### config.mk
export PLATFORM = sky130hd
export DESIGN_NAME = frt_supervisor
export DESIGN_NICKNAME = d
export VERILOG_FILES = /design/src/logic/frt_pkg.sv /design/src/logic/frt_supervisor.sv
export SDC_FILE = /design/constraint.sdc
export NUM_CORES = 1
export LEC_CHECK = 0
export ABC_AREA = 1
export BUFFER_PORTS_ARGS = -buffer_cell sky130_fd_sc_hd__buf_2
export CORE_MARGIN = 2
export CORE_UTILIZATION = 40
export CTS_BUF_LIST = sky130_fd_sc_hd__clkbuf_4
export DETAILED_ROUTE_END_ITERATION = 8
export SYNTH_ARGS = -nofsm -noshare
export SYNTH_HDL_FRONTEND = slang
export SYNTH_SLANG_ARGS = --single-unit
### constraint.sdc
create_clock -name pclk -period 4.3 [get_ports pclk]
set_input_delay 1.075 -clock pclk [delete_from_list [all_inputs] [get_ports pclk]]
set_output_delay 1.075 -clock pclk [all_outputs]
set_load 0.01 [all_outputs]
### src/logic/frt_pkg.sv
// constants shared by the fault ride-through supervisor
package frt_pkg;
    localparam int VW    = 12;           // voltage sample width
    localparam int TW    = 16;           // elapsed-time width, ms
    localparam int CW    = 16;           // event counter width
    localparam int NPROT = 15;           // suppressible trip groups
    localparam int NVOLT = 5;
    localparam int NTIME = 6;
    // timing
    localparam int CLK_PERIOD_NS  = 100;
    localparam int TICK_PERIOD_NS = 1000000;   // 1 ms time base
    localparam int TICK_CYCLES    = TICK_PERIOD_NS / CLK_PERIOD_NS;
    // register byte offsets
    localparam logic [7:0] OFF_CTRL  = 8'h00;
    localparam logic [7:0] OFF_VOLT  = 8'h04;  // five voltage words
    localparam logic [7:0] OFF_TIME  = 8'h18;  // six time words
    localparam logic [7:0] OFF_STAT  = 8'h30;
    localparam logic [7:0] OFF_COUNT = 8'h34;
    // control bits
    localparam int CTRL_EN    = 0;
    localparam int CTRL_MAINS = 1;
    localparam int CTRL_GENS  = 2;
    localparam int CTRL_CLR   = 3;            // write 1: clear counter
    // voltage word indexes
    localparam int V_RET  = 0;
    localparam int V_CLR  = 1;
    localparam int V_REC1 = 2;
    localparam int V_REC2 = 3;
    localparam int V_REC3 = 4;
    // time word indexes
    localparam int T_CLR   = 0;
    localparam int T_REC1  = 1;
    localparam int T_REC2  = 2;
    localparam int T_REC3  = 3;
    localparam int T_REC4  = 4;
    localparam int T_TRANS = 5;
    // reset values
    localparam logic [VW-1:0] VOLT_RST = 12'h000;
    localparam logic [TW-1:0] TIME_RST = 16'h0000;
    typedef enum logic [2:0] {
        ST_IDLE  = 3'b001,
        ST_EVENT = 3'b010,
        ST_HELD  = 3'b100
    } frt_mode_type;
endpackage : frt_pkg

### src/logic/frt_supervisor.sv
// fault ride-through supervisor with apb register slave
`timescale 1ns/1ps
`default_nettype none
// Function
// - operate when mains, generator or both paralleled
// - curve from voltage levels at successive intervals
// - dip below level three raises event alarm
// - above curve, low-voltage trip is suppressed
// - below curve, low-voltage alarm after transient delay
// - event ends after interval four and recovery
// - no recovery at interval four keeps alarm
// - failed recovery stops all suppression until fresh event
// - suppress listed protection trips during event while above curve
// - warnings are never suppressed
// - each activation increments the event counter, which saturates at all ones
// - event counter readable over register bus
// - maintenance reset clears the event counter
module frt_supervisor #(
    parameter int TICK_CYCLES = frt_pkg::TICK_CYCLES,
    parameter int NPROT       = frt_pkg::NPROT
) (
    input  wire logic                     pclk,
    input  wire logic                     presetn,
    input  wire logic                     psel,
    input  wire logic                     penable,
    input  wire logic                     pwrite,
    input  wire logic [7:0]               paddr,
    input  wire logic [31:0]              pwdata,
    output logic      [31:0]              prdata,
    output logic                          pready,
    output logic                          pslverr,
    input  wire logic [frt_pkg::VW-1:0]   volt_l1,
    input  wire logic [frt_pkg::VW-1:0]   volt_l2,
    input  wire logic [frt_pkg::VW-1:0]   volt_l3,
    input  wire logic                     volt_valid,
    input  wire logic                     mains_parallel_pin,
    input  wire logic                     gens_parallel_pin,
    input  wire logic [NPROT-1:0]         prot_trip_req,
    output logic      [NPROT-1:0]         prot_trip_out,
    input  wire logic                     low_voltage_trip_req,
    output logic                          low_voltage_trip_out,
    input  wire logic                     low_voltage_warning_req,
    output logic                          low_voltage_warning_out,
    output logic                          ride_through_event_alarm,
    output logic                          gen_low_voltage_alarm
);
    localparam int VW  = frt_pkg::VW;
    localparam int TW  = frt_pkg::TW;
    localparam int CW  = frt_pkg::CW;
    localparam int TDW = $clog2(TICK_CYCLES);

    typedef struct packed {
        frt_pkg::frt_mode_type            st;
        logic                             ack;
        logic [31:0]                      rdata;
        logic                             err;
        logic                             en;
        logic                             mains_sel;
        logic                             gens_sel;
        logic [frt_pkg::NVOLT-1:0][VW-1:0] vcfg;
        logic [frt_pkg::NTIME-1:0][TW-1:0] tcfg;
        logic [1:0]                       sy1;
        logic [1:0]                       sy2;
        logic [TDW-1:0]                   tdiv;
        logic [TW-1:0]                    elapsed;
        logic [TW-1:0]                    trans;
        logic                             below;
        logic                             lv;
        logic [CW-1:0]                    count;
        logic [NPROT-1:0]                 trip;
        logic                             lvtrip;
        logic                             lvwarn;
    } frt_state_type;

    frt_state_type r;
    frt_state_type n;
    logic          tick;
    logic          active;
    logic          suppress;
    logic          cnt_clr;
    logic          start;
    logic [VW-1:0] vmin;
    logic [VW-1:0] limit;
    logic [7:0]    vidx;
    logic [7:0]    tidx;

    // stepped limit curve: level rises at each configured interval
    function automatic logic [VW-1:0] curve(input frt_state_type s);
        if (s.elapsed < s.tcfg[frt_pkg::T_CLR])
            return s.vcfg[frt_pkg::V_RET];
        else if (s.elapsed < s.tcfg[frt_pkg::T_REC1])
            return s.vcfg[frt_pkg::V_CLR];
        else if (s.elapsed < s.tcfg[frt_pkg::T_REC2])
            return s.vcfg[frt_pkg::V_REC1];
        else if (s.elapsed < s.tcfg[frt_pkg::T_REC3])
            return s.vcfg[frt_pkg::V_REC2];
        else
            return s.vcfg[frt_pkg::V_REC3];
    endfunction : curve

    // next-state logic
    always_comb
    begin
        n = r;
        tick = (r.tdiv == TDW'(TICK_CYCLES - 1));
        n.tdiv = tick ? '0 : r.tdiv + 1'b1;
        // lowest of the three phases
        vmin = volt_l1;
        if (volt_l2 < vmin)
            vmin = volt_l2;
        if (volt_l3 < vmin)
            vmin = volt_l3;
        limit = curve(r);
        active = r.en && ((r.mains_sel && r.sy2[0]) || (r.gens_sel && r.sy2[1]));
        // pins: second stage only reads the first
        n.sy1 = {gens_parallel_pin, mains_parallel_pin};
        n.sy2 = r.sy1;

        // apb: one wait state so read data comes from a flop
        vidx = (paddr - frt_pkg::OFF_VOLT) >> 2;
        tidx = (paddr - frt_pkg::OFF_TIME) >> 2;
        cnt_clr = 1'b0;
        n.ack = 1'b0;
        n.err = 1'b0;
        if (psel && penable && !r.ack)
        begin
            n.ack = 1'b1;
            n.rdata = '0;
            if (paddr == frt_pkg::OFF_CTRL)
                n.rdata[frt_pkg::CTRL_GENS:0] = {r.gens_sel, r.mains_sel, r.en};
            else if (paddr[1:0] == 2'b00 && vidx < 8'(frt_pkg::NVOLT) && paddr >= frt_pkg::OFF_VOLT)
                n.rdata[VW-1:0] = r.vcfg[vidx[2:0]];
            else if (paddr[1:0] == 2'b00 && tidx < 8'(frt_pkg::NTIME) && paddr >= frt_pkg::OFF_TIME)
                n.rdata[TW-1:0] = r.tcfg[tidx[2:0]];
            else if (paddr == frt_pkg::OFF_STAT)
                n.rdata[6:0] = {r.sy2, r.below, r.lv, r.st};
            else if (paddr == frt_pkg::OFF_COUNT)
                n.rdata[CW-1:0] = r.count;
            else
                n.err = 1'b1;                       // unmapped: error, reads zero
        end
        // writes land on the edge that sees pready high
        if (psel && penable && r.ack && pwrite && !r.err)
        begin
            if (paddr == frt_pkg::OFF_CTRL)
            begin
                n.en        = pwdata[frt_pkg::CTRL_EN];
                n.mains_sel = pwdata[frt_pkg::CTRL_MAINS];
                n.gens_sel  = pwdata[frt_pkg::CTRL_GENS];
                cnt_clr     = pwdata[frt_pkg::CTRL_CLR];
            end
            else if (paddr >= frt_pkg::OFF_VOLT && vidx < 8'(frt_pkg::NVOLT))
                n.vcfg[vidx[2:0]] = pwdata[VW-1:0];
            else if (paddr >= frt_pkg::OFF_TIME && tidx < 8'(frt_pkg::NTIME))
                n.tcfg[tidx[2:0]] = pwdata[TW-1:0];
        end
        if (cnt_clr)
            n.count = '0;

        // ride-through sequence
        start = 1'b0;
        if (tick && r.elapsed != '1)
            n.elapsed = r.elapsed + 1'b1;
        case (r.st)
            frt_pkg::ST_IDLE:
            begin
                if (active && volt_valid && vmin < r.vcfg[frt_pkg::V_REC3])
                begin
                    start = 1'b1;
                    n.st = frt_pkg::ST_EVENT;
                    n.elapsed = '0;
                    n.trans = '0;
                    n.below = 1'b0;
                    // increment after any clear, so neither is lost
                    if (n.count != '1)
                        n.count = n.count + 1'b1;
                end
            end
            frt_pkg::ST_EVENT:
            begin
                if (volt_valid)
                    n.below = (vmin < limit);
                if (!r.below)
                    n.trans = '0;
                else if (tick && r.trans != '1)
                    n.trans = r.trans + 1'b1;
                if (r.below && r.trans >= r.tcfg[frt_pkg::T_TRANS])
                    n.lv = 1'b1;
                if (volt_valid && r.elapsed >= r.tcfg[frt_pkg::T_REC4])
                begin
                    if (vmin > r.vcfg[frt_pkg::V_REC3])
                        n.st = frt_pkg::ST_IDLE;
                    else
                        n.st = frt_pkg::ST_HELD;
                    n.below = 1'b0;
                end
            end
            frt_pkg::ST_HELD:
            begin
                // alarm held, nothing suppressed until the voltage recovers
                if (volt_valid && vmin > r.vcfg[frt_pkg::V_REC3])
                    n.st = frt_pkg::ST_IDLE;
            end
            default:
            begin
                n.st = frt_pkg::ST_IDLE;
            end
        endcase
        if (!active && r.st != frt_pkg::ST_IDLE)
            n.st = frt_pkg::ST_IDLE;
        if (n.st == frt_pkg::ST_IDLE)
        begin
            n.lv = 1'b0;
            n.below = 1'b0;
        end

        // gated protection outputs, registered
        suppress = (r.st == frt_pkg::ST_EVENT) && !r.below;
        n.trip   = suppress ? '0 : prot_trip_req;
        n.lvtrip = low_voltage_trip_req && !suppress;
        n.lvwarn = low_voltage_warning_req;
    end

    // single state register
    always_ff @(posedge pclk or negedge presetn)
    begin
        if (!presetn)
        begin
            r      <= '0;
            r.st   <= frt_pkg::ST_IDLE;
            r.vcfg <= {frt_pkg::NVOLT{frt_pkg::VOLT_RST}};
            r.tcfg <= {frt_pkg::NTIME{frt_pkg::TIME_RST}};
        end
        else
            r <= n;
    end

    assign prdata   = r.rdata;
    assign pready   = r.ack;
    assign pslverr  = r.ack && r.err;
    assign prot_trip_out           = r.trip;
    assign low_voltage_trip_out    = r.lvtrip;
    assign low_voltage_warning_out = r.lvwarn;
    assign ride_through_event_alarm = (r.st != frt_pkg::ST_IDLE);
    assign gen_low_voltage_alarm   = r.lv;
endmodule : frt_supervisor
`default_nettype wire

==> summary.md <==
| Metric | Value |
|---|---|
| Number of synthesized flops with an enable pin | `0` |
| Synth Instances | `between 2000 and 2500` |
| Failing checks | `negative setup slack` |
| Sw Share | `29.14%` |
| Die H | `209.0 um` |
| Top Family by Delay on Critical Path | `simple AND/OR/NAND/NOR gates` |
| Routed len/inst | `17.37 um` |
| Fin crit period | `4915 ps` |
| Synth Flop Type | `dfrtp_1` |
| Buf/Inv on CP | `7` |
| Async S/R FF share, synth | `100.0%` |
| CTS tree | `yes` |
| Initial antenna violation count | `2` |
| Power, Total | `5.854 mW` |
| Drt total wl | `52.76 mm` |
| Psw | `1.706 mW` |
| Die footprint | `approximately 44000 um2` |
| CP max stage cell | `a2111oi_4` |
| Post-route cell area | `20740 um2` |
| LEAKAGE | `10.02 nW` |
| Combinational share of power | `17.4%` |
| Drt first pass iters | `6` |
| Worst EP required | `4940 ps` |
| Vias/cell | `5.246` |
| DRC Markers | `0` |
| Worst setup slack after layout | `-614.7 ps` |
| Period utilization | `114.3%` |
| Number of global-route vias before repair | `around 16000` |
| Post-synth cell types | `just over 60` |
| Worst-Skew Late Latency | `770 ps` |
| GRT overflow | `0` |
| Starting Density | `40.33%` |
| Starting DRT DRC Count | `1236` |
| Top cells by count, synth | `nand2_1 (441), o21ai_0 (303), inv_1 (297), dfrtp_1 (264), a21oi_1 (166)` |
| Crit path DAT | `5560 ps` |
| Max Buffers Root-to-Sink | `3` |
| DIE WIDTH | `209.0 um` |
| Seq pwr share | `about 44%` |
| Synth Warn # | `0` |
| CORE AREA | `41670 um2` |
| Synth top area share | `39.31%` |
| Cell mode on critical path | `a21oi_2` |
| Setup Skew | `between 60 and 70 ps` |
| Max incr delay on CP | `roughly 290 ps` |
| Final setup viols | `53` |
| IO Port Bufs | `121` |
| PwrDens | `282.3 nW/um2` |
| Row count | `75` |
| Clock input transition at the sequential cells of the worst setup and hold paths | `roughly 60 ps` |
| Global Route Usage Sum | `24.09%` |
| CP Launch Type | `primary input` |
| Netlist Area Pre-Place | `approximately 17000 um2` |
| Share of cells above drive strength 1 | `22.60%` |
| Dpl cell area | `18840 um2` |
| Dominant cells by area after synthesis | `dfrtp_1 (39%), ha_1 (11%), nand2_1 (9.9%)` |
| Most frequent cell after synthesis | `nand2_1` |
| Slew @ Worst Pin | `1078 ps` |
| Hold_buf cts | `0` |
| Sequential element share of the synthesized area | `roughly 40%` |
| Max VDD drop | `between 0.15 and 0.2 mV` |
| Final-report max-slew violation count | `0` |
| Max Cap Viol | `0` |
| Final Hold Fails | `0` |
| Critical path capture point type | `flip-flop` |
| First-pass GRT wire length | `83.42 mm` |
| Setup_tns | `-22990 ps` |
| Clock share of power | `39.2%` |
| Dpl hpwl | `38.17 mm` |
| RSZ-0062 raised after global routing | `true` |
| Num ports | `around 150` |
| Status | `complete, but fails checks` |
| Largest net degree at the start of global routing | `~90` |
| Leading area contributor after synthesis | `dfrtp_1` |
| H-tree Lvls | `3` |
| CTS root buf | `clkbuf_4` |
| Worst min-delay path class | `in -> async` |
| CTS buffer count | `77` |
| P_int | `4.148 mW` |
| Kind of critical path | `in -> reg` |
| CP Max Fanout | `8` |
| Final net count | `around 2700` |
| Sink Count | `265` |
| Post-route ant nets | `0` |
| Syn_area_per_cell | `7.741 um2` |
| Max Clock Freq | `203.5 MHz` |
| #FFs+latches synth | `about 270` |
| Max-slew headroom | `27.89%` |
| Vias post-DR | `15930` |
| Gpl congestion | `0.8930` |
| Area Overhead vs Synth | `23.42%` |
## metal layers
metal,global-route usage [%],up-vias,routed length (um)
met3,4.989,100,3290
met5,0,-,8
met1,32.32,7609,23430
met2,38.63,479,24560
met4,8.522,2,1466
li1,-,7741,-
## worst paths after layout
check	start	depth (start not counted)	endpoint	slack, ps
min in group pclk	n[81]$_DFF_PN0_	0	r[81]$_DFF_PN0_	340
max in group asynchronous	presetn	2	r[55]$_DFF_PN0_	2970
worst max register to register	r[66]$_DFF_PN0_	22	r[34]$_DFFE_PN0P_	370
worst min-delay path	presetn	1	r[239]$_DFFE_PN0P_	310
worst max-delay path	volt_l1[11]	34	r[26]$_DFF_PN0_	-610
worst min register to register	n[81]$_DFF_PN0_	0	r[81]$_DFF_PN0_	340
## power groups by stage
stage / Sequential, mW / Combinational [mW] / Clock [mW]
2_1_floorplan: 2.58 / 0.453 / 0
3_3_place_gp: 2.59 / 0.803 / 0
3_5_place_dp: 2.59 / 0.821 / 0
4_1_cts: 2.54 / 0.939 / 2.37
5_1_grt: 2.55 / 1.12 / 2.52
6_report: 2.54 / 1.02 / 2.29
## final cells by class
cell class | instances | area [um2]
Multi-Input combinational cell | 1492 | 9150
Fill cell | 4024 | 20930
Tap cell | 539 | 674.4
Timing Repair Buffer | 295 | 2161
Sequential cell | 265 | 6633
Antenna cell | 2 | 5.005
Clock buffer | 111 | 833.3
Inverter | 311 | 1200
Clock inverter | 22 | 83.83
## flip-flops by register name, summed over array words and instances (netlist names)
| signal | count |
|---|---|
| n | 2 |
| prdata | 16 |
| r | 228 |
| low_voltage_warning_out | 1 |
| gen_low_voltage_alarm | 1 |
| pready | 1 |
| prot_trip_out | 15 |
| low_voltage_trip_out | 1 |
## logic make-up after synthesis
logic type / after synthesis / synth area share, %
simple gates: 736 / 18.65
compound gates: 559 / 18.29
xor+xnor: 28 / 1.459
flops: 265 / 39.47
fa+ha+maj: 150 / 11.17
buf+inv: 429 / 10.75
mux: 3 / 0.1936
other cells: 1 / 0.02231
## per-stage QoR
step | setup slack, ps | instances | util, % | hold slack, ps
4_1_cts | -509.5 | 3027 | 48.81 | 276.0
3_5_place_dp | -1628 | 2868 | 45.22 | 334.7
5_1_grt | -866.9 | 3036 | 49.77 | 302.4
6_report | -614.7 | 3037 | 49.78 | 307.8
2_1_floorplan | -962.4 | 2186 | - | 331.2
3_3_place_gp | -1494 | 2868 | 45.22 | 335.0
## layout by cell type, fill, tap and decap left out, types with 26 or more instances in the layout
master and instances:
o21ai_0 284, buf_4 147, buf_2 117, nor3_1 31, o211ai_1 26, dfrtp_1 264
nand2_1 422, nand3_1 55, ha_1 134, clkbuf_4 111, inv_1 287, nor2_1 125
a21oi_1 138
## worst register-to-register path: cells and delay by family (launching register included)
| kind | cells | cell delay [ps] |
|---|---|---|
| AO/OA/AOI/OAI | 5 | 900 |
| AND/OR/NAND/NOR | 11 | 1290 |
| multiplexers | 1 | 70 |
| adder cells (fa/ha/maj) | 2 | 690 |
| buffers and inverters | 3 | 410 |
| flip-flops | 1 | 490 |
## what timing repair did
item                                    in CTS  in global routing
hold endpoints to repair                     0                  0
pin swaps                                   14                 18
buffers inserted                            24                 10
endpoints found under the setup margin      53                 53
cloned                                       2                  1
resized for setup                           85                 71
Power figures use the tool's default switching activity.
